### config.mk
export PLATFORM = sky130hd
export DESIGN_NAME = sbd_decoder_slave_flat
export DESIGN_NICKNAME = d
export VERILOG_FILES = /design/src/core/sbd_pkg.sv /design/src/core/sbd_bus_if.sv /design/src/core/sbd_decoder_slave.sv /design/src/flat_wrapper.sv
export SDC_FILE = /design/constraint.sdc
export NUM_CORES = 1
export LEC_CHECK = 0
export BUFFER_PORTS_ARGS = -buffer_cell sky130_fd_sc_hd__buf_4
export CORE_MARGIN = 1
export CORE_UTILIZATION = 43
export DETAILED_ROUTE_END_ITERATION = 10
export PLACE_DENSITY_LB_ADDON = 0.25
export SLEW_MARGIN = 10
export SYNTH_ARGS = -nofsm -noshare
export SYNTH_HDL_FRONTEND = slang
export SYNTH_SLANG_ARGS = --single-unit
### constraint.sdc
create_clock -name clock -period 2.1 [get_ports clock]
set_clock_uncertainty 0.15 [all_clocks]
set_input_delay 0 -clock clock [delete_from_list [all_inputs] [get_ports clock]]
set_output_delay 0 -clock clock [all_outputs]
set_load 0.02 [all_outputs]
### src/core/sbd_pkg.sv
// shared constants and types for the bus decoder and slave response ends
// How it works
// (RULE_01) selects are combinational decode of upper address
// (RULE_02) slaves capture address and select only when ready
// (RULE_03) every slave region spans at least 1kB
// (RULE_04) masters never cross a 1kB boundary
// (RULE_05) unmapped sequential or nonsequential access gets error
// (RULE_06) unmapped idle or busy gets zero-wait okay
// (RULE_07) masters cannot abort a started transfer
// (RULE_08) selected slave drives response with ready
// (RULE_09) ready low stretches, high completes the transfer
// (RULE_10) wait states bounded, at most sixteen
// (RULE_11) response codes okay error retry split
// (RULE_12) response okay while waiting before final code
// (RULE_13) only okay completes in one cycle
// (RULE_14) error codes: ready low then high, same code
// (RULE_15) master cancels pipelined address after retry or split
// (RULE_16) master may abandon or continue burst after error
// (RULE_17) retry keeps normal arbitration priority
// (RULE_18) split lets lower masters win; arbiter told later
// (RULE_19) splitting slave requests bus when data ready
// (RULE_20) master reissues after retry or split until done
// (RULE_21) exactly one select, holes go to default
package sbd_pkg;
	localparam int unsigned ADDR_W       = 32;
	localparam int unsigned REGION_BITS  = 10;
	localparam int unsigned NUM_SLAVES   = 4;
	localparam int unsigned SEL_W        = NUM_SLAVES + 1;
	localparam int unsigned DEF_IDX      = NUM_SLAVES;
	localparam int unsigned MAX_WAIT     = 16;
	localparam int unsigned WAIT_W       = 5;
	localparam int unsigned REGION_SHIFT = 12;
	localparam int unsigned REGION_SEL_W = ADDR_W - REGION_SHIFT;
	localparam logic [REGION_SEL_W-1:0] REGION_BASE = 20'h00000;

	typedef enum logic [1:0] {
		SBD_TR_IDLE   = 2'b00,
		SBD_TR_BUSY   = 2'b01,
		SBD_TR_NONSEQ = 2'b10,
		SBD_TR_SEQ    = 2'b11
	} sbd_trans_e;

	typedef enum logic [1:0] {
		SBD_RESP_OKAY  = 2'b00,
		SBD_RESP_ERROR = 2'b01,
		SBD_RESP_RETRY = 2'b10,
		SBD_RESP_SPLIT = 2'b11
	} sbd_resp_e;

	function automatic logic sbd_is_active(input sbd_trans_e t);
		return (t == SBD_TR_NONSEQ) || (t == SBD_TR_SEQ);
	endfunction
endpackage

### src/core/sbd_bus_if.sv
// interface joining the master side and the decoder/slave side
`timescale 1ns/1ps
`default_nettype none
interface sbd_bus_if;
	import sbd_pkg::*;
	logic [ADDR_W-1:0] haddr;
	sbd_trans_e        htrans;
	logic              hready;
	sbd_resp_e         hresp;
	logic [SEL_W-1:0]  hsel;
	logic              split_req;

	modport dev (input haddr, input htrans, output hready, output hresp, output hsel,
		output split_req);
	modport mst (output haddr, output htrans, input hready, input hresp, input hsel,
		input split_req);
endinterface
`default_nettype wire

### src/core/sbd_decoder_slave.sv
// central decoder, default slave and a response-generating slave
`timescale 1ns/1ps
`default_nettype none
module sbd_decoder_slave
	import sbd_pkg::*;
(
	input  wire logic        clock,
	input  wire logic        reset,
	sbd_bus_if.dev           bus,
	input  wire logic [WAIT_W-1:0] cfg_wait,
	input  wire sbd_resp_e   cfg_resp,
	input  wire logic        data_avail,
	output logic             sel_default,
	output logic             xfer_done
);
	// the decoder drives every select from the address alone, so a select
	// may change while ready is low; only the slave below decides when it
	// is allowed to look at it
	// the modelled slave takes its wait count and its final code from the
	// cfg inputs at the moment it needs them, so a caller may change them
	// between attempts of a retried transfer

	typedef enum logic [1:0] {
		SBD_ST_IDLE = 2'b00,
		SBD_ST_WAIT = 2'b01,
		SBD_ST_TWO  = 2'b10,
		SBD_ST_LAST = 2'b11
	} sbd_state_e;

	typedef struct packed {
		sbd_state_e        st;
		logic [WAIT_W-1:0] cnt;
		sbd_resp_e         resp;
		logic              ready;
		logic              split_pend;
		logic              split_req;
		logic              sel_def;
		logic              done;
	} sbd_dev_s;

	// bus idle, ready high with okay, nothing owed to a split master
	localparam sbd_dev_s DEV_INIT = '{
		st:         SBD_ST_IDLE,
		cnt:        '0,
		resp:       SBD_RESP_OKAY,
		ready:      1'b1,
		split_pend: 1'b0,
		split_req:  1'b0,
		sel_def:    1'b0,
		done:       1'b0
	};

	sbd_dev_s           r;
	sbd_dev_s           next_r;
	wire [SEL_W-1:0]    sel;
	logic               capture;
	logic               hole;

	// one region per slave, compared on the upper address bits only
	function automatic logic region_hit(
		input logic [ADDR_W-1:0] a,
		input int unsigned       idx
	);
		logic [REGION_SEL_W-1:0] upper;
		logic [REGION_SEL_W-1:0] offset;

		upper  = a[ADDR_W-1:REGION_SHIFT];
		offset = upper - REGION_BASE;
		return offset == REGION_SEL_W'(idx);
	endfunction

	// oversized requests are clamped so the bus can never be held for long
	function automatic logic [WAIT_W-1:0] clamp_wait(input logic [WAIT_W-1:0] w);
		logic [WAIT_W-1:0] lim;

		lim = WAIT_W'(MAX_WAIT);
		if (w > lim) begin
			return lim; // RULE_10
		end
		return w;
	endfunction

	// final decision: okay ends now, the other codes take two cycles
	function automatic sbd_dev_s decide(
		input sbd_dev_s  s,
		input sbd_resp_e fin
	);
		sbd_dev_s o;

		o      = s;
		o.resp = fin; // RULE_08 RULE_11
		if (fin == SBD_RESP_OKAY) begin
			o.ready = 1'b1;
			o.done  = 1'b1;
			o.st    = SBD_ST_TWO;
		end else begin
			o.ready = 1'b0; // RULE_13 RULE_14
			o.st    = SBD_ST_LAST;
			// a split leaves a debt that is paid once data is available
			if (fin == SBD_RESP_SPLIT) begin
				o.split_pend = 1'b1;
			end
		end
		return o;
	endfunction

	// start of a data phase, from idle or from the final cycle of the last one
	function automatic sbd_dev_s accept(
		input sbd_dev_s          s,
		input logic              to_hole,
		input logic [WAIT_W-1:0] w,
		input sbd_resp_e         fin
	);
		sbd_dev_s o;

		o         = s;
		o.sel_def = to_hole;
		if (to_hole) begin
			// holes never wait: the error starts in the very next cycle
			o.ready = 1'b0; // RULE_05
			o.resp  = SBD_RESP_ERROR;
			o.st    = SBD_ST_LAST;
		end else begin
			// an accepted transfer to a slave region, not a hole, settles any earlier split request
			o.split_req = 1'b0;
			o.cnt       = clamp_wait(w);
			if (o.cnt != '0) begin
				o.ready = 1'b0; // RULE_09 RULE_12
				o.resp  = SBD_RESP_OKAY;
				o.st    = SBD_ST_WAIT;
			end else begin
				o = decide(o, fin);
			end
		end
		return o;
	endfunction

	// combinational decode, 4kB regions sit above the 1kB floor
	for (genvar g = 0; g < NUM_SLAVES; g++) begin : gen_sel
		assign sel[g] = region_hit(bus.haddr, g); // RULE_01 RULE_03
	end

	// anything outside every region falls to the default slave
	assign sel[DEF_IDX] = ~|sel[NUM_SLAVES-1:0]; // RULE_21
	assign bus.hsel     = sel;

	// only a completing cycle may start a new data phase
	assign capture = bus.hready && sbd_is_active(bus.htrans); // RULE_02
	assign hole    = sel[DEF_IDX];

	always_comb begin
		next_r      = r;
		next_r.done = 1'b0;
		case (r.st)
			SBD_ST_IDLE, SBD_ST_TWO: begin
				// idle or busy cycles get a zero-wait okay, to holes as well
				next_r.ready = 1'b1; // RULE_06
				next_r.resp  = SBD_RESP_OKAY;
				next_r.st    = SBD_ST_IDLE;
				if (capture) begin
					next_r = accept(next_r, hole, cfg_wait, cfg_resp);
				end else if (bus.hready) begin
					next_r.sel_def = hole;
				end
			end
			SBD_ST_WAIT: begin
				// okay with ready low until the count runs out
				next_r.cnt = r.cnt - WAIT_W'(1);
				if (r.cnt == WAIT_W'(1)) begin
					next_r = decide(next_r, cfg_resp);
				end
			end
			SBD_ST_LAST: begin
				// same code again, now with ready high
				next_r.ready = 1'b1; // RULE_14
				next_r.st    = SBD_ST_TWO;
				next_r.done  = 1'b1;
			end
			default: begin
				// unreachable codes fall back to idle rather than hang the bus
				next_r.st = SBD_ST_IDLE;
			end
		endcase
		// released data wins over the clear made by an accepted transfer
		if (r.split_pend && data_avail) begin
			next_r.split_pend = 1'b0;
			next_r.split_req  = 1'b1; // RULE_19
		end
	end

	// reset loads constants only; the split request starts clear so no
	// grant is asked for before any transfer was split
	always_ff @(posedge clock or posedge reset) begin
		if (reset) begin
			r <= DEV_INIT;
		end else begin
			r <= next_r;
		end
	end

	// every bus output below is a register, never a decode
	assign bus.hready    = r.ready;
	assign bus.hresp     = r.resp;
	assign bus.split_req = r.split_req;
	assign sel_default   = r.sel_def;
	assign xfer_done     = r.done;
endmodule
`default_nettype wire

### src/flat_wrapper.sv
// flat-port wrapper written by rule: the top's interface ports become plain ports
module sbd_decoder_slave_flat import sbd_pkg::*;
  (clock, reset, cfg_wait, cfg_resp, data_avail, sel_default, xfer_done, bus_haddr, bus_htrans, bus_hready, bus_hresp, bus_hsel, bus_split_req);
  sbd_bus_if bus_i ();
  input  wire logic clock;
  input  wire logic reset;
  input  wire logic [WAIT_W-1:0] cfg_wait;
  input  wire sbd_resp_e cfg_resp;
  input  wire logic data_avail;
  output logic sel_default;
  output logic xfer_done;
  input wire logic [$bits(bus_i.haddr)-1:0] bus_haddr;
  input wire logic [$bits(bus_i.htrans)-1:0] bus_htrans;
  output wire logic [$bits(bus_i.hready)-1:0] bus_hready;
  output wire logic [$bits(bus_i.hresp)-1:0] bus_hresp;
  output wire logic [$bits(bus_i.hsel)-1:0] bus_hsel;
  output wire logic [$bits(bus_i.split_req)-1:0] bus_split_req;
  assign bus_i.haddr = bus_haddr;
  assign bus_i.htrans = bus_htrans;
  assign bus_hready = bus_i.hready;
  assign bus_hresp = bus_i.hresp;
  assign bus_hsel = bus_i.hsel;
  assign bus_split_req = bus_i.split_req;
  sbd_decoder_slave u_core (.clock(clock), .reset(reset), .bus(bus_i), .cfg_wait(cfg_wait), .cfg_resp(cfg_resp), .data_avail(data_avail), .sel_default(sel_default), .xfer_done(xfer_done));
endmodule
==> flow_metrics.tcl, run 1 <==
set metrics [dict create \
    cts_max_path_buffers 2 \
    clkTransAtPathRegs_ps 80 \
    die_x_um 49.5 \
    synthXorXnorAreaFrac_pct 0 \
    synth_top_family_by_area "simple AND/OR/NAND/NOR gates" \
    crit_type "input port to flip-flop" \
    synth_seq_cells 14 \
    ys_warn_count 0 \
    period_minus_slack_ps 2070 \
    io_pins 55 \
    slew_violations 0 \
    final_util_pct 72.7 \
    dp_hpwl_um 1990 \
    design.core.area_um2 2040 \
    areaGrowthSynthToFinish_pct 53.4 \
    fin_crit_sh_pct 98.3 \
    grt.total_usage_pct 25.3 \
    grt_max_degree 15 \
    die_y_um 49.5 \
    setup_viol 0 \
    final_common_cell "buf_4" \
    critPathRequiredTime_ps 2150 \
    yosysSeqAreaShare_pct 36.3 \
    insertion_delay_ps 290 \
    synth_nets 154 \
    arrival_ps 2120 \
    die-area_um2 2450 \
    synthMuxAreaShare_pct 3.10 \
    power_leakage_nw 0.673 \
    yosys.area.top_type "dfrtp_1" \
    num_rows 16 \
    port_buffers 41 \
    grt.overflow.total 0 \
    power_mw 1.39 \
    synth_top_flop_cell "dfrtp_1" \
    max-cap-violations 0 \
    drt-total-wl_um 2770 \
    worst_pin_slew_ps 549 \
    wl_per_cell_um 14.5 \
    drtIter0Drc 46 \
    start_util_pct 47.4 \
    routed_via_density 5.77 \
    synth_edf_count 0 \
    numCtsBuffers 3 \
    synth_fa_ha_area_share_pct 2.58 \
    synth_area_um2 968 \
    postRouteAntennaNets 0 \
    clkSinkCount 14 \
    nNetsFinal 211 \
    gp_congestion 0.882 \
    avgSynthCellArea_um2 8.97 \
    synth_area_leaders "dfrtp_1, mux2i_1, buf_4" \
    power.density_nw_per_um2 936 \
    cts_tree "done" \
    finalHoldViolCount 0 \
    synthCells 108 \
    outcome "finished, final reports clean" \
    drive_above_1_share_pct 36.0 \
    synth-compound-area-share_pct 19.8 \
    ys_async_sr_fraction_pct 100 \
    peakVddDrop_mv 0.514 \
    slew_headroom_pct 63.1 \
    start_kind "input port" \
    tns_ps 0 \
    cts-htree-levels 1 \
    fmax_mhz 484 \
    antenna_cells 0 \
    crit_path_end_kind "flip-flop" \
    route.detailed.drc 0 \
    grt_pass1_wl_um 4730 \
    grt_setup_unrepaired "yes" \
    antenna_found_initial 0 \
    yosysUniqueCellTypes 47 \
    synthSimpleGateAreaFrac_pct 30.5 \
    cts_root_buf "clkbuf_4" \
    path_max_fanout 5 \
    grt_pass1_vias 1065 \
    drtPass1Iterations 4 \
    synth_top_area_share_pct 33.6 \
    holdCritPathClass "input port to flip-flop" \
    via_count 1103 \
    final_cell_mix "buf_4, dlygate4sd3_1, dfrtp_1" \
]
-- timing repair --
| item | in CTS | in global routing |
|---|---|---|
| setup buffers | 0 | 0 |
| gates resized for setup | 0 | 5 |
| endpoints found under the hold margin | 26 | 0 |
| hold buffers | 14 | 0 |
| setup endpoints to repair | 0 | 5 |
-- stage by stage --
stage,hold WS [ps],cell area [µm²],cells,worst slack (ps)
6_report,31.4,1490,191,34.9
5_1_grt,33.6,1490,191,-20.8
4_1_cts,-40.0,1470,191,8.50
3_5_place_dp,-66.8,1300,173,104
3_3_place_gp,-74.7,1300,173,114
2_1_floorplan,-261,968,108,264
-- final cells by class --
type	instances	area, µm²
multi-input combinational	78	559
fill	167	557
timing repair buffer	59	480
sequential	14	352
inverter	9	33.8
tap	27	33.8
clock buffer	4	26.3
-- path summary, 6_finish.rpt --
| check | slack, ps | startpoint | endpoint | cells after the start |
|---|---|---|---|---|
| max in group asynchronous | 1260 | reset | u_core.bus.hready | 3 |
| max | 30 | cfg_wait[1] | u_core.bus.hresp[1] | 6 |
| min | 30 | bus_haddr[31] | u_core.r[13] | 5 |
| min reg2reg | 380 | u_core.r[3] | u_core.r[3] | 2 |
| max reg2reg | 120 | u_core.r[8] | u_core.bus.hresp[0] | 6 |
| min in group asynchronous | 150 | reset | u_core.r[9] | 3 |
-- power breakdown --
part	leakage [nW]	total (mW)	switching, mW	internal, mW
combinational	0.488	0.728	0.369	0.360
sequential	0.169	0.494	0.106	0.388
clock	0.0150	0.168	0.0939	0.0737
-- layer usage --
metal | part of all wire [%] | track usage (%) | vias up
li1 | - | - | 519
met1 | 41 | 32.9 | 517
met2 | 51 | 44.5 | 63
met3 | 7.1 | 4.01 | 4
met4 | 0.65 | 4.29 | 0
met5 | 0 | 0 | -
-- synth_stat cells, types with 2 or more instances --
master	number
o21ai_0	2
o22ai_1	2
nor4_1	4
inv_1	8
ha_1	2
o31ai_1	4
nand2b_1	2
nor2_1	4
and2_1	2
a21oi_1	3
nand3_1	3
nand2_1	7
nor3_1	5
and3_1	4
dfrtp_1	13
buf_4	4
clkbuf_1	3
a31oi_1	3
nor3b_1	2
mux2i_1	3
a221oi_1	2
-- sequential cells by signal (all words and copies together) (netlist names) --
signal,flops
u_core.sel_default,1
u_core.bus.hresp,2
u_core.bus.split_req,1
u_core.xfer_done,1
u_core.bus.hready,1
u_core.r,8
-- logic make-up (layout without fill, tap and decap cells) --
logic type / count (synthesis) / in the layout
adders and majority gates: 2 / 2
AOI/OAI and AO/OA: 26 / 26
and+or+nand+nor: 47 / 47
muxes: 3 / 3
buffers and inverters: 16 / 72
DFF: 14 / 14
-- critical path: stages --
cell           delay, ps
dlygate4sd3_1        530
buf_4                130
or4_4                530
or2_4                270
or4_1                520
mux2i_1              130
Note: power is estimated with default switching activity, not from simulation.
==> run 2: changes to the inputs <==
--- a/config.mk
+++ b/config.mk
@@ -10,6 +10,7 @@
 export CORE_UTILIZATION = 43
 export DETAILED_ROUTE_END_ITERATION = 10
 export PLACE_DENSITY_LB_ADDON = 0.25
+export REMOVE_ABC_BUFFERS = 1
 export SLEW_MARGIN = 10
 export SYNTH_ARGS = -nofsm -noshare
 export SYNTH_HDL_FRONTEND = slang
==> run 2 against run 1 <==
The run now ends with negative hold slack left; hold slack worse by 71 ps; worst setup slack improved by 18 ps; global-route usage grew 2.3 points; critical path type unchanged; critical endpoint is now u_core.bus.hready; largest power group unchanged.
==> flow_metrics.tcl, run 2 (synthesized netlist as in run 1, its figures left out) <==
set metrics [dict create \
    numCtsBuffers 3 \
    drtPass1Iterations 4 \
    worst_pin_slew_ps 621 \
    final_cell_mix "buf_4, dlygate4sd3_1, dfrtp_1" \
    areaGrowthSynthToFinish_pct 54.7 \
    clkTransAtPathRegs_ps 90 \
    path_common_cell "buf_4" \
    cp_slowest_stage_delay_ps 550 \
    path_cells "dlygate4sd3_1 > buf_4 > or4_4 > or2_4 > buf_4 > o31ai_2 > a31o_1" \
    outcome "finished, violations left" \
    finalHoldViolCount 2 \
    gp_congestion 0.870 \
    cts_root_buf "clkbuf_4" \
    cp-startpoint "cfg_wait[1]" \
    dp_hpwl_um 2110 \
    slew_headroom_pct 58.3 \
    insertion_delay_ps 290 \
    grt_max_degree 15 \
    power_leakage_nw 0.679 \
    multiInputGateArea_um2 559 \
    design.core.area_um2 2040 \
    grt_pass1_vias 1153 \
    die_y_um 49.5 \
    hp-start "bus_haddr[31]" \
    max-cap-violations 0 \
    largest_reg_flops 8 \
    path_max_fanout 5 \
    worstReg2RegStart "u_core.r[8]" \
    top_register "u_core.r" \
    final_util_pct 73.3 \
    crit_path_end_kind "flip-flop" \
    nNetsFinal 213 \
    seq_area_um2 352 \
    fillers 158 \
    die-area_um2 2450 \
    grt_pass1_wl_um 5110 \
    num_rows 16 \
    via_count 1156 \
    drtIter0Drc 32 \
    fmax_mhz 489 \
    grt.total_usage_pct 27.5 \
    rrSetupSlack_ps 100 \
    period_minus_slack_ps 2050 \
    drt-total-wl_um 3030 \
    antenna_cells 0 \
    final_common_cell "buf_4" \
    holdCritPathClass "input port to flip-flop" \
    arrival_ps 2130 \
    drive_above_1_share_pct 37.3 \
    critPathRequiredTime_ps 2180 \
    antenna_found_initial 0 \
    layout_setup_ws_ps 53.1 \
    violations "negative hold slack" \
    reg2reg_depth 6 \
    route.detailed.drc 0 \
    pre_cts_ws_ps 88.7 \
    wl_per_cell_um 15.7 \
    io_pins 55 \
    start_kind "input port" \
    cts_max_path_buffers 2 \
    fin_crit_sh_pct 97.5 \
    power_mw 1.41 \
    cts-htree-levels 1 \
    die_x_um 49.5 \
    postRouteAntennaNets 0 \
    setup_viol 0 \
    crit_slowest_cell "dlygate4sd3_1" \
    fin_hold_ws_ps -39.7 \
    power.density_nw_per_um2 943 \
    crit_type "input port to flip-flop" \
    routed_via_density 5.99 \
    clkSinkCount 14 \
    slew_violations 0 \
    whs_path_depth 5 \
    start_util_pct 47.4 \
    grt.overflow.total 0 \
    cts_tree "done" \
    peakVddDrop_mv 0.522 \
    port_buffers 41 \
]
run 2: changes by cell type in the layout (fill, tap and decap cells not counted):
| cell | delta |
|---|---|
| buf_4 | +2 |
| dlygate4sd3_1 | +1 |
| dlymetal6s4s_1 | -1 |
| nor2_2 | +1 |
| nor2_4 | -1 |
| o31ai_1 | -1 |
| o31ai_2 | +1 |
run 2: worst paths after layout:
path,endpoint
max,u_core.bus.hready
min,u_core.r[12]
max reg2reg,u_core.bus.hresp[0]
min reg2reg,u_core.bus.split_req
max in group asynchronous,u_core.bus.hready
min in group asynchronous,u_core.r[7]
run 2: metal layers:
metal	up-vias	wire [µm]	global-route usage, %
li1	524	-	-
met1	550	1200	33.0
met2	69	1510	48.2
met3	13	222	3.70
met4	0	90	13.3
met5	-	0	0
run 2: through the flow:
step                TNS, ps  area (µm²)  hold WS (ps)  cells
finish                    0        1500         -39.7    193
global route          -31.3        1500        -0.808    193
CTS                       0        1470         -16.5    191
detailed placement        0        1290         -59.2    172
global placement          0        1290         -66.5    172
floorplan                 0         927          -261    101
run 2: what timing repair did:
action                                 4_1_cts  5_1_grt
gates resized for setup                      0        4
setup buffers                                0        3
hold buffers                                15        0
setup endpoints to repair                    0        7
endpoints found under the hold margin       26        0
run 2: cell type report:
class / instances / area share [%]
tap: 27 / 2.26
inverter: 9 / 2.26
timing repair buffer: 61 / 32.9
clock buffer: 4 / 1.75
sequential: 14 / 23.5
multi-input combinational: 78 / 37.3
run 2: worst max-delay path: cells and delay by family:
family,cells,cell delay (ps)
and+or+nand+nor,2,830
AOI/OAI and AO/OA,2,450
buffers and inverters,3,830
run 2: report_power, final:
| part | internal (mW) | total (mW) | switching (mW) |
|---|---|---|---|
| clock | 0.0739 | 0.171 | 0.0972 |
| combinational | 0.359 | 0.749 | 0.390 |
| sequential | 0.388 | 0.492 | 0.104 |
==> run 3: changes to the inputs <==
--- a/config.mk
+++ b/config.mk
@@ -8,6 +8,7 @@
 export BUFFER_PORTS_ARGS = -buffer_cell sky130_fd_sc_hd__buf_4
 export CORE_MARGIN = 1
 export CORE_UTILIZATION = 43
+export CTS_BUF_LIST = sky130_fd_sc_hd__clkbuf_16
 export DETAILED_ROUTE_END_ITERATION = 10
 export PLACE_DENSITY_LB_ADDON = 0.25
 export REMOVE_ABC_BUFFERS = 1
==> run 3 against run 2 <==
First-iteration DRC count rose by 50%; routed wire length fell by 3.1%; clock power rose by 120%; core utilization fell by 1.2 points; sequential cell count did not move; combinational power fell by 1%; maximum frequency rose by 2.4%; the flow now finishes without violations; register-to-register slack barely moved; critical path depth fell by 1.
==> flow_metrics.tcl, run 3 (synthesized netlist as in run 1, its figures left out) <==
set metrics [dict create \
    outcome "finished, final reports clean" \
    crit_path_end_kind "flip-flop" \
    start_util_pct 47.4 \
    port_buffers 41 \
    drt-total-wl_um 2930 \
    routed_via_density 6.09 \
    period_minus_slack_ps 2000 \
    grt.total_usage_pct 26.9 \
    path_max_fanout 5 \
    tns_ps 0 \
    drtIter0Drc 48 \
    fillers 154 \
    drtPass1Iterations 5 \
    grt.overflow.total 0 \
    whs_path_depth 5 \
    numCtsBuffers 3 \
    switching_share_pct 38.3 \
    slew_violations 0 \
    largest_reg_flops 8 \
    worstReg2RegStart "u_core.r[8]" \
    drive_above_1_share_pct 35.2 \
    power_leakage_nw 0.677 \
    die-area_um2 2450 \
    p_int_uw 988 \
    design.core.area_um2 2040 \
    nNetsFinal 206 \
    grt_max_degree 15 \
    clkTransAtPathRegs_ps 50 \
    postRouteAntennaNets 0 \
    cp-startpoint "cfg_wait[2]" \
    io_pins 55 \
    wl_per_cell_um 15.8 \
    fin_area_um2 1470 \
    hold_end "u_core.r[12]" \
    max-cap-violations 0 \
    die_y_um 49.5 \
    cts_max_path_buffers 2 \
    multiInputGateArea_um2 546 \
    power.density_nw_per_um2 1090 \
    slew_headroom_pct 62.9 \
    rrSetupSlack_ps 110 \
    start_kind "input port" \
    seq_area_um2 352 \
    insertion_delay_ps 250 \
    grt_setup_unrepaired "no" \
    grtUsageMet1_pct 31.5 \
    switching_power_uw 613 \
    dp_hpwl_um 2110 \
    critPathRequiredTime_ps 2120 \
    top_register "u_core.r" \
    peakVddDrop_mv 0.696 \
    cts_root_buf "clkbuf_16" \
    antenna_found_initial 0 \
    clkPwrFrac_pct 23.0 \
    clkSinkCount 14 \
    route.detailed.drc 0 \
    cts_tree "done" \
    die_x_um 49.5 \
    areaGrowthSynthToFinish_pct 52.2 \
    crit_type "input port to flip-flop" \
    fmax_mhz 500 \
    grtUsageMet3_pct 4.01 \
    via_count 1132 \
    final_util_pct 72.2 \
    use_met2_pct 49.3 \
    grt_pass1_wl_um 4960 \
    reg2reg_depth 6 \
    arrival_ps 2020 \
    r2r_end "u_core.bus.hresp[0]" \
    grt_pass1_vias 1094 \
    hp-start "bus_haddr[16]" \
    fin_crit_sh_pct 95.2 \
    antenna_cells 0 \
    setup_viol 0 \
    final_cell_mix "buf_4, dfrtp_1, dlygate4sd3_1" \
    worst_pin_slew_ps 553 \
    finalHoldViolCount 0 \
    grt.busiest_layer "met2" \
    num_rows 16 \
    cts-htree-levels 1 \
    gp_congestion 0.870 \
    holdCritPathClass "input port to flip-flop" \
    final_common_cell "buf_4" \
    p_seq_share_pct 30.8 \
    dpl-instance-area_um2 1290 \
    pwr-share-comb_pct 46.2 \
]
run 3: layer usage:
layer  up-vias  routed length [µm]  part of all wire (%)
met3        12                 281                   9.6
li1        512                   -                     -
met2        74                1510                    51
met4         0                  83                   2.8
met1       534                1060                    36
met5         -                   0                     0
run 3: power groups by stage:
stage               logic (mW)  clock network, mW  registers [mW]
floorplan                0.359                  0           0.544
global placement         0.657                  0           0.483
detailed placement       0.692                  0           0.490
CTS                      0.712              0.375           0.486
global route             0.804              0.390           0.508
finish                   0.740              0.368           0.493
run 3: worst max-delay path by stage:
stage,slack [ps],to,cells after the start
after floorplan,270,u_core.bus.hresp[0],6
after global placement,130,u_core.bus.hresp[0],6
after detailed placement,90,u_core.bus.hresp[0],6
after CTS,20,u_core.bus.hresp[1],6
after global routing,10,u_core.bus.hresp[0],6
final,100,u_core.bus.hresp[1],6
run 3: critical path, stage by stage:
cell and delay, ps:
dlygate4sd3_1 530, buf_4 130, or4_4 510, or2_4 290, or4_1 410, mux2i_1 130
run 3: final cells by class:
type	count	area share [%]
flip-flops and latches	14	23.9
multi-input cells	78	37.0
well taps	27	2.29
clock buffers	3	5.09
repair buffers	54	29.2
inverters	9	2.29
clock inverters	1	0.255
run 3: metrics by stage:
| stage | power, mW | cells | setup slack, ps | hold WS, ps |
|---|---|---|---|---|
| finish | 1.60 | 186 | 101 | 4.46 |
| global route | 1.70 | 186 | 14.6 | 36.5 |
| CTS | 1.57 | 186 | 18.4 | 7.28 |
| detailed placement | 1.18 | 172 | 88.7 | -59.2 |
| global placement | 1.14 | 172 | 126 | -66.5 |
| floorplan | 0.903 | 101 | 272 | -261 |
run 3: what timing repair did:
item                       in CTS  in global routing
resized for setup               0                  1
setup buffers                   0                  0
hold endpoints to repair       24                  0
hold buffers                   10                  0
setup endpoints to repair       0                  2
